File: src/cmcr_defines.vh
`ifndef CMCR_DEFINES_VH
`define CMCR_DEFINES_VH

// Register offsets
`define CMCR_ADDR_REF_BYP     8'h00
`define CMCR_ADDR_LOOP_BW     8'h02
`define CMCR_ADDR_FRZ_SQ      8'h03
`define CMCR_ADDR_OUT_DRIVE   8'h05
`define CMCR_ADDR_OUT_FORMAT  8'h06

// Reset values
`define CMCR_RST_REF_BYP      8'h00
`define CMCR_RST_LOOP_BW      8'h42
`define CMCR_RST_FRZ_SQ       8'h00
`define CMCR_RST_OUT_DRIVE    8'hED
`define CMCR_RST_OUT_FORMAT   8'h05
`define CMCR_RST_BW_SEL       4'h4

// Field positions
`define CMCR_XTAL_ROUTE_BIT   6
`define CMCR_UNSQUELCH_BIT    5
`define CMCR_BYPASS_BIT       1
`define CMCR_HOLD_FORCE_BIT   5
`define CMCR_SQUELCH_BIT      4
`define CMCR_BW_MSB           7
`define CMCR_BW_LSB           4
`define CMCR_DRIVE_MSB        7
`define CMCR_DRIVE_LSB        6
`define CMCR_FMT_MSB          2
`define CMCR_FMT_LSB          0

// Writable bit masks
`define CMCR_WMASK_REF_BYP    8'h62
`define CMCR_WMASK_LOOP_BW    8'hF0
`define CMCR_WMASK_FRZ_SQ     8'h30
`define CMCR_WMASK_OUT_DRIVE  8'hC0
`define CMCR_WMASK_OUT_FORMAT 8'h07

// Output format codes
`define CMCR_FMT_CMOS         3'h2

`endif

File: src/cmcr_regs.v
`timescale 1ns/1ps
`default_nettype none
`include "cmcr_defines.vh"

module cmcr_regs (
  input  wire       i_ref_clk,         // System clock, 100 MHz
  input  wire       i_rstn,            // Asynchronous reset, active low
  input  wire       i_wr_en,           // Register write strobe
  input  wire       i_rd_en,           // Register read strobe
  input  wire [7:0] i_addr,            // Register offset
  input  wire [7:0] i_wdata,           // Write data
  output reg  [7:0] o_rdata,           // Read data, valid cycle after read strobe
  input  wire       i_calib_start,     // Internal calibration begins (pulse)
  input  wire       i_calib_done,      // Internal calibration succeeded (pulse)
  input  wire       i_auto_hold,       // Automatic hold request from clock selection
  output reg        o_xtal_route_en,   // Crystal reference onto second clock input
  output reg        o_output_squelch,  // Clock output squelched
  output reg        o_pll_bypass,      // Input clock drives output buffer directly
  output reg        o_hold_active,     // Oscillator hold mode active
  output reg        o_ignore_quality,  // Input clock quality disregarded
  output reg  [3:0] o_loop_bw_active,  // Bandwidth in use by the loop
  output reg  [2:0] o_output_format,   // Output signal type
  output reg        o_cmos_drive_en,   // Drive strength field in force
  output reg  [1:0] o_cmos_drive       // CMOS drive strength code
);

  // Reset release
  reg        rst_meta_q;
  reg        rst_sync_q;
  wire       rstn_s;

  // Register storage and next values
  reg  [7:0] ref_byp_q;
  reg  [7:0] ref_byp_d;
  reg  [7:0] loop_bw_q;
  reg  [7:0] loop_bw_d;
  reg  [7:0] frz_sq_q;
  reg  [7:0] frz_sq_d;
  reg  [7:0] out_drive_q;
  reg  [7:0] out_drive_d;
  reg  [7:0] out_fmt_q;
  reg  [7:0] out_fmt_d;

  // Per-register write strobes
  wire       wr_ref_byp;
  wire       wr_loop_bw;
  wire       wr_frz_sq;
  wire       wr_out_drive;
  wire       wr_out_fmt;

  // Calibration tracking
  reg        calib_busy_q;
  reg        calib_busy_d;
  reg        calib_ok_q;
  reg        calib_ok_d;
  reg  [3:0] bw_active_q;
  reg  [3:0] bw_active_d;
  wire       calib_done_ok;

  // Decoded controls and read path
  wire       xtal_route_d;
  wire       bypass_d;
  wire       hold_force_d;
  wire       hold_d;
  wire       unsquelch_sel;
  wire       calib_squelch_sel;
  wire [3:0] bw_sel;
  wire [2:0] fmt_sel;
  wire [1:0] drive_sel;
  wire       is_cmos;
  wire       squelch_d;
  reg  [7:0] rdata_d;

  function [7:0] merge;
    input [7:0] cur;
    input [7:0] wdat;
    input [7:0] mask;
    begin
      merge = (cur & ~mask) | (wdat & mask);
    end
  endfunction

  // Address match used by every write strobe
  function hit;
    input [7:0] addr;
    input [7:0] offset;
    begin
      hit = (addr == offset);
    end
  endfunction

  // Reset release through two flops
  always @(posedge i_ref_clk or negedge i_rstn) begin
    if (!i_rstn) begin
      rst_meta_q <= 1'b0;
      rst_sync_q <= 1'b0;
    end else begin
      rst_meta_q <= 1'b1;
      rst_sync_q <= rst_meta_q;
    end
  end
  assign rstn_s = rst_sync_q;

  // Write strobes, one per mapped offset; unmapped offsets are ignored
  assign wr_ref_byp   = i_wr_en & hit(i_addr, `CMCR_ADDR_REF_BYP);
  assign wr_loop_bw   = i_wr_en & hit(i_addr, `CMCR_ADDR_LOOP_BW);
  assign wr_frz_sq    = i_wr_en & hit(i_addr, `CMCR_ADDR_FRZ_SQ);
  assign wr_out_drive = i_wr_en & hit(i_addr, `CMCR_ADDR_OUT_DRIVE);
  assign wr_out_fmt   = i_wr_en & hit(i_addr, `CMCR_ADDR_OUT_FORMAT);

  // Next register values; reserved bits keep their reset value
  always @* begin
    ref_byp_d   = ref_byp_q;
    loop_bw_d   = loop_bw_q;
    frz_sq_d    = frz_sq_q;
    out_drive_d = out_drive_q;
    out_fmt_d   = out_fmt_q;
    if (wr_ref_byp) begin
      ref_byp_d = merge(ref_byp_q, i_wdata, `CMCR_WMASK_REF_BYP);
    end
    if (wr_loop_bw) begin
      loop_bw_d = merge(loop_bw_q, i_wdata, `CMCR_WMASK_LOOP_BW);
    end
    if (wr_frz_sq) begin
      frz_sq_d = merge(frz_sq_q, i_wdata, `CMCR_WMASK_FRZ_SQ);
    end
    if (wr_out_drive) begin
      out_drive_d = merge(out_drive_q, i_wdata, `CMCR_WMASK_OUT_DRIVE);
    end
    if (wr_out_fmt) begin
      out_fmt_d = merge(out_fmt_q, i_wdata, `CMCR_WMASK_OUT_FORMAT);
    end
  end

  // Register storage, one process per register
  always @(posedge i_ref_clk or negedge rstn_s) begin
    if (!rstn_s) begin
      ref_byp_q <= `CMCR_RST_REF_BYP;
    end else begin
      ref_byp_q <= ref_byp_d;
    end
  end

  // New bandwidth waits here until a calibration picks it up
  always @(posedge i_ref_clk or negedge rstn_s) begin
    if (!rstn_s) begin
      loop_bw_q <= `CMCR_RST_LOOP_BW;
    end else begin
      loop_bw_q <= loop_bw_d;
    end
  end

  always @(posedge i_ref_clk or negedge rstn_s) begin
    if (!rstn_s) begin
      frz_sq_q <= `CMCR_RST_FRZ_SQ;
    end else begin
      frz_sq_q <= frz_sq_d;
    end
  end

  always @(posedge i_ref_clk or negedge rstn_s) begin
    if (!rstn_s) begin
      out_drive_q <= `CMCR_RST_OUT_DRIVE;
    end else begin
      out_drive_q <= out_drive_d;
    end
  end

  always @(posedge i_ref_clk or negedge rstn_s) begin
    if (!rstn_s) begin
      out_fmt_q <= `CMCR_RST_OUT_FORMAT;
    end else begin
      out_fmt_q <= out_fmt_d;
    end
  end

  // A done pulse counts only while a calibration is running
  assign calib_done_ok = i_calib_done & calib_busy_q;

  // Calibration tracking; a new start wins over a simultaneous done
  always @* begin
    calib_busy_d = calib_busy_q;
    calib_ok_d   = calib_ok_q;
    bw_active_d  = bw_active_q;
    if (i_calib_start) begin
      calib_busy_d = 1'b1;
      calib_ok_d   = 1'b0;
    end else if (calib_done_ok) begin
      calib_busy_d = 1'b0;
      calib_ok_d   = 1'b1;
      bw_active_d  = bw_sel;
    end
  end

  always @(posedge i_ref_clk or negedge rstn_s) begin
    if (!rstn_s) begin
      calib_busy_q <= 1'b0;
      calib_ok_q   <= 1'b0;
      bw_active_q  <= `CMCR_RST_BW_SEL;
    end else begin
      calib_busy_q <= calib_busy_d;
      calib_ok_q   <= calib_ok_d;
      bw_active_q  <= bw_active_d;
    end
  end

  // Field decode
  assign xtal_route_d      = ref_byp_q[`CMCR_XTAL_ROUTE_BIT];
  assign bypass_d          = ref_byp_q[`CMCR_BYPASS_BIT];
  assign hold_force_d      = frz_sq_q[`CMCR_HOLD_FORCE_BIT];
  assign hold_d            = hold_force_d | i_auto_hold;
  assign unsquelch_sel     = ref_byp_q[`CMCR_UNSQUELCH_BIT];
  assign calib_squelch_sel = frz_sq_q[`CMCR_SQUELCH_BIT];
  assign bw_sel            = loop_bw_q[`CMCR_BW_MSB:`CMCR_BW_LSB];
  assign fmt_sel           = out_fmt_q[`CMCR_FMT_MSB:`CMCR_FMT_LSB];
  assign drive_sel         = out_drive_q[`CMCR_DRIVE_MSB:`CMCR_DRIVE_LSB];
  assign is_cmos           = (fmt_sel == `CMCR_FMT_CMOS);
  // Squelch only while calibration has not succeeded and squelch is selected
  assign squelch_d         = ~unsquelch_sel & calib_squelch_sel & ~calib_ok_q;

  // Bypass is not gated by format or hold state; software keeps those apart
  always @(posedge i_ref_clk or negedge rstn_s) begin
    if (!rstn_s) begin
      o_xtal_route_en  <= 1'b0;
      o_output_squelch <= 1'b0;
      o_pll_bypass     <= 1'b0;
    end else begin
      o_xtal_route_en  <= xtal_route_d;
      o_output_squelch <= squelch_d;
      o_pll_bypass     <= bypass_d;
    end
  end

  // Forced hold overrides automatic selection and masks input quality
  always @(posedge i_ref_clk or negedge rstn_s) begin
    if (!rstn_s) begin
      o_hold_active    <= 1'b0;
      o_ignore_quality <= 1'b0;
    end else begin
      o_hold_active    <= hold_d;
      o_ignore_quality <= hold_force_d;
    end
  end

  // Loop sees 0 in reset, then only the reset bandwidth or the one captured at the last good calibration
  always @(posedge i_ref_clk or negedge rstn_s) begin
    if (!rstn_s) begin
      o_loop_bw_active <= 4'h0;
    end else begin
      o_loop_bw_active <= bw_active_q;
    end
  end

  // Drive strength is only in force in CMOS format
  always @(posedge i_ref_clk or negedge rstn_s) begin
    if (!rstn_s) begin
      o_output_format <= 3'h0;
      o_cmos_drive_en <= 1'b0;
      o_cmos_drive    <= 2'h0;
    end else begin
      o_output_format <= fmt_sel;
      o_cmos_drive_en <= is_cmos;
      o_cmos_drive    <= drive_sel;
    end
  end

  // Read decode; unmapped offsets read zero
  always @* begin
    case (i_addr)
      `CMCR_ADDR_REF_BYP:    rdata_d = ref_byp_q;
      `CMCR_ADDR_LOOP_BW:    rdata_d = loop_bw_q;
      `CMCR_ADDR_FRZ_SQ:     rdata_d = frz_sq_q;
      `CMCR_ADDR_OUT_DRIVE:  rdata_d = out_drive_q;
      `CMCR_ADDR_OUT_FORMAT: rdata_d = out_fmt_q;
      default:               rdata_d = 8'h00;
    endcase
  end

  always @(posedge i_ref_clk or negedge rstn_s) begin
    if (!rstn_s) begin
      o_rdata <= 8'h00;
    end else if (i_rd_en) begin
      o_rdata <= rdata_d;
    end
  end

endmodule

`default_nettype wire

File: config.mk
export PLATFORM = sky130hd
export DESIGN_NAME = cmcr_regs
export DESIGN_NICKNAME = d
export VERILOG_FILES = /design/src/cmcr_regs.v
export VERILOG_INCLUDE_DIRS = /design/src
export SDC_FILE = /design/constraint.sdc
export NUM_CORES = 1
export LEC_CHECK = 0
export ABC_CLOCK_PERIOD_IN_PS = 1660
export BUFFER_PORTS_ARGS = -buffer_cell sky130_fd_sc_hd__buf_2
export CORE_MARGIN = 5
export CORE_UTILIZATION = 51
export DETAILED_ROUTE_END_ITERATION = 8
export HOLD_SLACK_MARGIN = 0.08
export PLACE_DENSITY = 0.89
export SKIP_CTS_REPAIR_TIMING = 1
export SYNTH_ARGS = -nofsm -noshare
export SYNTH_HDL_FRONTEND = slang
export SYNTH_SLANG_ARGS = --single-unit
File: constraint.sdc
create_clock -name i_ref_clk -period 1.66 [get_ports i_ref_clk]
set_clock_uncertainty 0.15 [all_clocks]
set_input_delay 0.083 -clock i_ref_clk [delete_from_list [all_inputs] [get_ports i_ref_clk]]
set_output_delay 0.083 -clock i_ref_clk [all_outputs]
set_load 0.1 [all_outputs]
==> Word-level counts from Yosys, hierarchy flattened <==
Index checks and enable logic that the tools add are counted.
{ "op_classes": {"n_eq_ne": 5, "n_reduce_logical": 3, "bitwise": 17, "muxes": 5} }
{ "ops": {"columns": ["op", "count"], "rows": [
  ["$pmux W8 S5", 1],
  ["$eq A8 B2 Y1 const B", 2],
  ["$eq A8 B3 Y1 const B", 2],
  ["$and A1 B1 Y1", 8],
  ["$logic_not A8 Y1", 1],
  ["$or A4 B8 Y8", 1],
  ["$or A6 B8 Y8", 1],
  ["$or A8 B3 Y8", 1],
  ["$or A8 B6 Y8", 1],
  ["$or A8 B7 Y8", 1],
  ["$mux W1", 4],
  ["$eq A3 B2 Y1 const B", 1],
  ["$not A1 Y1", 3],
  ["$reduce_and A2 Y1", 1],
  ["$reduce_bool A2 Y1", 1],
  ["$or A1 B1 Y1", 1]
]} }
{ "totals": {"register_bits": 71, "out_inout_bits": 23, "in_bits": 23} }

==> Depth between registers and ports, before layout <==
Gate-level depths: netlist of the first run.
{ "logic_depth": {"depth_word": 3, "ltp_mapped": 5, "mapped_depth_nobuf": 4} }

==> Worst setup path after synthesis of the first run <==
No wires, ideal clock.
{ "synth_timing": {"path_kind": "input-to-reg", "start": "input i_addr[5]", "end": "register out_fmt_q[1]", "arrival_time_ns": 1.415, "path_slack_ns": -0.032, "stages": 4, "path_cell_list": "or4_4 nor3b_2 and3_1 mux2_1"} }
{ "synth_via": {"elab_chain_cells": 2} }
{ "synth_rtl": {"columns": ["item", "line_no", "source"], "rows": [
  ["from (decl)", "cmcr_regs.v:10", "input wire [7:0] i_addr,"],
  ["$eq A8 B3 Y1", "cmcr_regs.v:88", "hit = (addr == offset);"],
  ["$and A1 B1 Y1", "cmcr_regs.v:109", "assign wr_out_fmt = i_wr_en & hit(i_addr, `CMCR_ADDR_OUT_FORMAT);"],
  ["to (signal assigned)", "cmcr_regs.v:171", "out_fmt_q <= `CMCR_RST_OUT_FORMAT;"],
  ["to (signal assigned)", "cmcr_regs.v:173", "out_fmt_q <= out_fmt_d;"],
  ["to (decl)", "cmcr_regs.v:41", "reg [7:0] out_fmt_q;"]
]} }
Every way passes these cells.
A chain may end at the register's enable or synchronous reset.

==> Worst setup path after layout of the first run <==
{ "layout_timing": {"start": "input i_addr[1]", "end": "register o_rdata[5]"} }
{ "layout_via": {"elab_chain_cells": 2, "word_cells_on_any_way": 6} }
{ "layout_rtl": {"columns": ["item", "line_no", "source"], "rows": [
  ["$eq A8 B3 Y1, or another cell as far along", "cmcr_regs.v:269", "case (i_addr)"],
  ["$pmux W8 S5 (*)", "cmcr_regs.v:269", null],
  ["to (signal assigned)", "cmcr_regs.v:283", "o_rdata <= rdata_d;"],
  ["to (decl)", "cmcr_regs.v:12", "output reg [7:0] o_rdata,"]
]} }
Mark *: on every way between the ends. The rest lies on a longest branch, timed or not.

==> impl_summary.md, run 1 <==
Run status
The flow ran to the end, and the final reports show no timing, DRC or antenna violations.

Drt
After detailed routing, the number of remaining DRC violations is 0. The detailed router finished its first iteration with 33 violations. The routed wire length per instance is 15.4 um. The via-per-instance ratio is 5.05. Across all layers, the routed design uses around 1200 vias. The remaining antenna violation count after routing is 0. The routed design has approximately 3.8 mm of wire.

The first-pass iteration count of the detailed router is 4.

Floorplanning
The die covers 4690 um^2. Row generation in the floorplan step produced 21 rows. Measured along the y axis, the die boundary spans between 60 and 70 um. The area of the core region is 3310 um^2.

Measured along the x axis, the die boundary spans 68.5 um. The starting density of the core is 52.6%. Pin placement for this block handled 46 I/O pins.

GRT
The met2 capacity usage during global routing is 26.0%. The number of antenna violations at the first check in global routing came to 0. The number of global-route vias before repair is approximately 1200.

The met1 demand-to-capacity share in global routing is 19.7%. Global routing used 16.3% of the available tracks across all layers. The overall overflow remaining after global route is 0. The pin count of the biggest net entering global routing is 31. The wire length of the first global-routing pass is 5.37 mm. For this run, global-route usage on met3 was measured as 5.42%.

The layer flagged by global routing as most heavily used is met2.

STA
Hold is met by approximately 0.094 ns. For the pin with the worst max-slew slack, the measured transition is 0.630 ns. The number of hold violations in the final report is 0. The setup total negative slack is 0 ns.

The worst path meets setup with ~0.024 ns of slack. Setup violations remaining at the end of the flow were counted as 0. The worst path needs 1.64 ns of the cycle, external delays included. The worst slew margin relative to its limit is 58.0%. Derived from the worst setup path, the maximum achievable clock frequency is approximately 0.61 GHz.

The final number of max-transition violations is 0. The share of the clock period used by the worst path after layout is 98.5%.

Critical path
The critical path starts at i_addr[1]. The arrival time at the worst endpoint is 1.74 ns. Measured in cells, the most critical reg-to-reg path has a length of 4. The worst register-to-register path begins at frz_sq_q[5]$_DFFE_PN0P_. For flop-to-flop paths, the worst setup slack is 0.20 ns. Of all nets on the critical path, the largest fanout is 9. The worst register-to-register path ends at o_rdata[5]$_DFFE_PN0P_. The category of the worst setup path launch point is a primary input.

The required time of the critical path is 1.76 ns. The endpoint class of the critical path is a flop. The path type of the worst setup path is in2reg.

Clock network
TritonCTS built the clock tree. The clock drives 45 sinks. The clock root buffer is sky130_fd_sc_hd__clkbuf_4.

The worst-case clock buffer depth is 2. The clock-pin slew reported for the worst setup and hold paths after clock tree synthesis is 0.11 ns. The number of buffers inserted during clock tree synthesis is 5. The number of H-tree levels is 2. For the worst-skew pair, the clock arrives at the later sink with an insertion delay of 0.35 ns.

Layout
After the last flow step, the layout net total stands at 220. The share of final-layout standard cells stronger than drive strength 1 is roughly 40%. The antenna diode count is 0.

The area growth from synthesis to final layout is 32.9%. The leading cell type in the layout, fill and taps excluded is sky130_fd_sc_hd__buf_2. In the layout the commonest cells are sky130_fd_sc_hd__buf_2, sky130_fd_sc_hd__dfrtp_1, sky130_fd_sc_hd__dlygate4sd3_1.

Synth
A synthesized cell averages between 10 and 15 um^2. Summing every instance area after synthesis gives 1740 um^2. The share of synthesized cell area in full adder, half adder and majority cells is 0%. In the synthesized netlist, the number of instances is 123. The dominant synthesized flop cell is sky130_fd_sc_hd__dfrtp_1. After Yosys synthesis, XOR and XNOR cells account for 0% of the synthesized area.

In the synthesized netlist the async set-or-reset flop fraction comes to between 90% and 100%. The simple-gate portion of the synthesized area is 12.1%. The mux share of post-synthesis cell area is approximately 14%.

The flip-flop and latch count after synthesis is 45. The synthesized netlist contains 35 unique library cells. The fraction of the yosys area taken by sequential cells is 65.0%. By area, the combinational part of the netlist is dominated by multiplexers.

Summing the areas of all compound-gate instances in the mapped netlist gives 6.03% of the synthesized area. The number of nets in the synthesized netlist is 146. Yosys mapped a number of flops with a built-in enable equal to 0.

The Yosys step of the flow raised 0 warnings.

Placement
The placer's final routability congestion estimate is 0.822. The count of buffers from port buffering is 44. The worst setup slack after placement is -0.136 ns. The sum of net half-perimeters after detailed placement is ~2.7 mm.

Hold path
The worst hold path was traced through 4 stages. In this run the most critical hold path is launched from i_addr[0]. The type of the tightest min-delay check is in2reg.

The hold path endpoint is ref_byp_q[5]$_DFFE_PN0P_.

Flow run
Across the run, the number of max-cap violations was 0.

Pwr
The power density over the cells is 873 nW/um^2. The total power of the final layout is 2.02 mW. Summed over all cells, the static leakage comes to 1.20 nW. The worst-case IR drop observed on VDD is 0.614 mV.
## synthesized netlist by cell type, types with 2 or more instances
master                      n  area [um^2]
sky130_fd_sc_hd__dfrtp_1   39          976
sky130_fd_sc_hd__mux2_1    14          158
sky130_fd_sc_hd__inv_1      8         30.0
sky130_fd_sc_hd__mux2_2     7         78.8
sky130_fd_sc_hd__dfstp_2    6          158
sky130_fd_sc_hd__nor2_1     6         22.5
sky130_fd_sc_hd__a21o_1     3         22.5
sky130_fd_sc_hd__a21oi_1    3         15.0
sky130_fd_sc_hd__nor3b_1    3         22.5
sky130_fd_sc_hd__o21ai_0    3         15.0
sky130_fd_sc_hd__o22ai_1    3         18.8
sky130_fd_sc_hd__clkbuf_1   2         7.51
sky130_fd_sc_hd__nand3_1    2         10.0
sky130_fd_sc_hd__nand3_2    2         20.0
sky130_fd_sc_hd__nor2b_1    2         12.5
## worst max-delay path, stage by stage
cell	delay [ns]
sky130_fd_sc_hd__dlygate4sd3_1	0.52
sky130_fd_sc_hd__buf_2	0.21
sky130_fd_sc_hd__and2b_1	0.30
sky130_fd_sc_hd__nor3b_1	0.08
sky130_fd_sc_hd__nand4b_1	0.20
sky130_fd_sc_hd__buf_4	0.17
sky130_fd_sc_hd__o22ai_1	0.18
## worst max path at each step
| stage | end | slack, ns |
|---|---|---|
| after global routing | o_rdata[5]$_DFFE_PN0P_ | -0.06 |
| after global placement | loop_bw_q[7]$_DFFE_PN0P_ | -0.09 |
| final | o_rdata[5]$_DFFE_PN0P_ | 0.02 |
| after detailed placement | loop_bw_q[5]$_DFFE_PN0P_ | -0.14 |
| after floorplan | out_fmt_q[1]$_DFFE_PN0P_ | 0.0001 |
| after CTS | o_rdata[5]$_DFFE_PN0P_ | 0.23 |
## layer usage
layer  vias up  part of all wire (%)
li1        586                     -
met3        12                   5.7
met1       591                    40
met5         -                     0
met4         0                   2.7
met2        42                    52
## sequential cells by signal, summed over array words and instances (netlist names), 3 cells and up
name / flops
bw_active_q: 4
loop_bw_q: 4
o_loop_bw_active: 4
o_output_format: 3
o_rdata: 8
out_fmt_q: 3
ref_byp_q: 3
## cell families (layout without fill, tap and decap cells)
kind of cell / count (synthesis) / after routing
DFF: 45 / 45
and+or+nand+nor: 28 / 28
muxes: 22 / 22
AOI/OAI and AO/OA: 16 / 16
buffers and inverters: 11 / 86
other: 1 / 1
## through the flow
step                instance area (um^2)  util, %  std cells
floorplan                           1750        -        123
global placement                    2070     62.4        217
detailed placement                  2070     62.4        217
CTS                                 2130     64.2        225
global route                        2320     70.0        244
finish                              2320     70.0        244
## report_power, final
part / internal (mW) / switching [mW] / total (mW)
registers: 1.15 / 0.0375 / 1.19
logic: 0.101 / 0.218 / 0.319
clock network: 0.209 / 0.308 / 0.517
total: 1.46 / 0.563 / 2.02
## layout make-up
class	instances	area, um^2
Clock buffer	8	58.8
Multi-Input combinational cell	67	572
Tap cell	46	57.6
Timing Repair Buffer	70	463
Inverter	8	30.0
Fill cell	236	995
Sequential cell	45	1130
(Power assumes the default switching activity.)
==> run 2, diff against run 1 <==
ABC_AREA = 1   (was not set)
PLACE_DENSITY = 0.88   (was 0.89)
==> run 2 against run 1 <==
Net effect: sequential power hardly changed; cell count grew 23%; clock power shrank 5.8%; hold slack gained 0.0084 ns; routed wire length increased by 4.6%; via count increased by 18%; flip-flop and latch count unchanged; power is 2.3% higher; clock-buffer cell count shrank 3; maximum frequency grew 0.89%; highest routed layer unchanged.
==> impl_summary.md, run 2 <==
Critical path
The worst setup path is launched from a primary input. For the worst setup path, the data arrival time is 1.74 ns. The endpoint class of the critical path is a flop. The path type of the worst setup path is in2reg. The signal on the critical path passes through buf_2, inv_2, dlygate4sd3_1, nor2_4, nand2_1, dlygate4sd3_1, o21ai_0.

The critical path's slowest cell is sky130_fd_sc_hd__dlygate4sd3_1. Data on the critical path is required at its endpoint by approximately 1.8 ns. The critical-path maximum fanout is 5.

Among the stages of the critical path, the cell type that occurs most often is sky130_fd_sc_hd__dlygate4sd3_1. The worst stage delay on the critical path is 0.59 ns.

Pwr
The total power of the final layout is approximately 2.1 mW. The internal cell power is approximately 1.4 mW. The share of power burned in registers is between 50 and 60%. The clock network accounts for 23.5% of the total power. The power density over the cells is 871 nW/um^2.

The peak ir drop on the vdd network is 0.541 mV. The switching part of the total power is 31.6%. The total leakage power is 1.21 nW. Combinational logic is responsible for 18.7% of the overall power. The analysis attributes to net switching a power of about 650 uW.

Synth
The number of library cell types mapped by synthesis is 24. The synthesized net count is between 150 and 200. The number of instances in the synthesized netlist is 176. The area share of the largest cell type after synthesis is 55.2%. The dominant combinational cell family by area after synthesis is simple AND/OR/NAND/NOR gates. The number of enable flip-flop cells after synthesis is 0. Ranked by instance count, the synthesized netlist is headed by sky130_fd_sc_hd__nand2_1, sky130_fd_sc_hd__dfrtp_1, sky130_fd_sc_hd__inv_1. The parity-gate share of the synthesized area counting xor and xnor cells is 0%. Summing the areas of all fa, ha and maj instances in the mapped netlist gives 0% of the synthesized area. The mux share of post-synthesis cell area is approximately 1.3%. The Yosys step of the flow raised 0 warnings. After synthesis, the mean cell area works out to 10.0 um^2. The most frequent cell after synthesis is sky130_fd_sc_hd__nand2_1. The fraction of the yosys area taken by sequential cells is 64.2%.

The simple-gate portion of the synthesized area is 22.4%. Counting flops and latches in the post-synthesis netlist gives 45. After synthesis, the share of flip-flops with an asynchronous set or reset is 100%. After synthesis, the cell types taking the most area are sky130_fd_sc_hd__dfrtp_1, sky130_fd_sc_hd__nand2_1, sky130_fd_sc_hd__dfstp_2.

In this run the cell area of the synthesized design comes to 1770 um^2. The share of the synthesized area in compound gates (AO/OA/AOI/OAI) is 7.08%. The most used flip-flop cell after synthesis is sky130_fd_sc_hd__dfrtp_1.

The synthesized design spends more area on one cell type than any other, namely sky130_fd_sc_hd__dfrtp_1.

Floorplanning
The starting density of the core is 52.9%. The I/O pin count is 46. The die height is around 69 um. Row generation in the floorplan step produced 21 rows.

Measured along the x axis, the die boundary spans 68.9 um. The area of the die is ~4700 um^2. The total area inside the core boundary comes to 3340 um^2.

Layout
The leading cell type in the layout, fill and taps excluded is sky130_fd_sc_hd__nand2_1. The filler cell count in the final layout is 242. The sequential cell area in the final layout is 1130 um^2.

For this run, the number of standard cells in the final layout without fillers is between 300 and 400. The register ranked first by flip-flop count is o_rdata. Leaving out fill and tap cells, the most frequent cells in the layout are sky130_fd_sc_hd__nand2_1, sky130_fd_sc_hd__buf_2, sky130_fd_sc_hd__dfrtp_1. The layout net count is 277.

Cells with a size suffix above 1 make up 30.6% of the layout. The area growth from synthesis to layout is 34.3%. The register with the most flip-flops in the layout has 8 of them. The antenna diode count is 0. After routing the design area is 2370 um^2. The area of the multi-input gates is 547 um^2.

GRT
The pin count of the biggest net entering global routing is 44. The overall overflow remaining after global route is 0. The number of global-route vias before repair is around 1300.

The number of antenna violations at the first check in global routing is 0. The wire length of the first global-routing pass is around 5.5 mm. The global router's overall resource usage is 15.8%.

Clock network
The clock-pin slew reported for the worst setup and hold paths after clock tree synthesis is 0.12 ns. TritonCTS built the clock tree. The total clock sinks is 45. The clock root buffer is sky130_fd_sc_hd__clkbuf_4. The worst-case clock buffer depth is 2. The number of H-tree levels is 2. The clock latency reported for the late side of the worst-skew pair is between 0.3 and 0.4 ns. Counting the buffers created by CTS gives 5.

Drt
The first detailed-routing pass took 4 iterations. The routed wire length per instance is 13.1 um. Dividing the detail-routed via count by the number of cells gives around 4.8. In this run the remaining antenna-violating nets after routing total 0. The iteration-0 DRC count of the detailed router is 88. For this run, design rule violations remaining after detail routing come to 0.

The wire length reported by the detailed router is approximately 4 mm. The routed layout has 1449 vias.

Hold path
The tightest min-delay check is of the in2reg type.

STA
The clock period minus final worst setup slack is 1.62 ns. The highest clock frequency the design can meet is ~0.6 GHz. The final count of negative-setup-slack endpoints is 0. The worst slew margin relative to its limit is 65.9%. The number of hold violations in the final report is 0. The share of the clock period used by the worst path after layout is a little over nine tenths. The final number of max-transition violations is 0.

The worst hold margin is 0.103 ns. At the pin with the least slew margin, the transition time is 0.511 ns.

Placement
The sum of net half-perimeters after detailed placement is around 2.5 mm. The count of buffers from port buffering is 44. After detailed placement, the total cell area comes to 2050 um^2. The placer's final routability congestion estimate is 0.793. The number of placed instances with taps included is 266.

Flow run
The number of maximum-capacitance violations is 0.

Run status
The run finished with clean final reports.
run 2: changes by cell type in the layout (fill, tap and decap cells not counted), moves of 5 or more:
cell                            change
sky130_fd_sc_hd__nand2_1           +52
sky130_fd_sc_hd__mux2_2             -5
sky130_fd_sc_hd__buf_4              -6
sky130_fd_sc_hd__o21ai_0           +13
sky130_fd_sc_hd__dlygate4sd3_1      +8
sky130_fd_sc_hd__mux2_1            -14
sky130_fd_sc_hd__inv_1              +9
sky130_fd_sc_hd__nand3_1            +5
run 2: power groups by stage:
stage               combinational, mW  clock, mW  sequential, mW
CTS                             0.354      0.502            1.19
global route                    0.415      0.547            1.20
finish                          0.387      0.487            1.19
floorplan                      0.0659          0            1.41
global placement                0.348          0            1.21
detailed placement              0.354          0            1.21
run 2: worst paths after layout:
path / to / cells after the start / slack, ns / startpoint
worst max-delay path: out_fmt_q[2]$_DFFE_PN1P_ / 7 / 0.04 / i_wr_en
worst min-delay path: o_rdata[3]$_DFFE_PN0P_ / 6 / 0.10 / i_addr[1]
worst max register to register: calib_ok_q$_DFFE_PN0P_ / 3 / 0.19 / calib_busy_q$_DFFE_PN0P_
worst min register to register: bw_active_q[0]$_DFFE_PN0P_ / 1 / 0.18 / rst_sync_q$_DFF_PN0_
max in group asynchronous: rst_sync_q$_DFF_PN0_ / 3 / 0.80 / i_rstn
min in group asynchronous: bw_active_q[0]$_DFFE_PN0P_ / 1 / 0.18 / rst_sync_q$_DFF_PN0_
run 2: critical path, delay by kind of cell:
family                 cells  cell delay, ns
AOI/OAI and AO/OA          1            0.09
buffers and inverters      4            1.34
and+or+nand+nor            2            0.22
run 2: final cells by class:
class	count	area share [%]
Sequential cell	45	47.8
Clock buffer	5	1.58
Clock inverter	3	0.738
Timing Repair Buffer	72	21.0
Tap cell	46	2.42
Inverter	21	3.43
Multi-Input combinational cell	109	23.0
run 2: kinds of logic after synthesis:
kind of cell           count (synthesis)
buffers and inverters                 22
AO/OA/AOI/OAI                         24
AND/OR/NAND/NOR                       82
other                                  1
multiplexers                           2
flip-flops                            45
run 2: per-layer routing:
layer / global-route usage (%) / share of wire, %
met1: 20.1 / 41
met4: 7.30 / 2.5
met3: 3.73 / 6.9
met5: 0 / 0
met2: 25.4 / 49
run 2: stage by stage:
step | TNS (ns) | util [%] | worst slack (ns)
final | 0 | 71.1 | 0.0388
after global placement | 0 | 61.4 | 0.456
after floorplan | 0 | - | 0.175
after detailed placement | 0 | 61.4 | 0.402
after global routing | -0.0538 | 71.1 | -0.0365
after CTS | 0 | 63.0 | 0.271
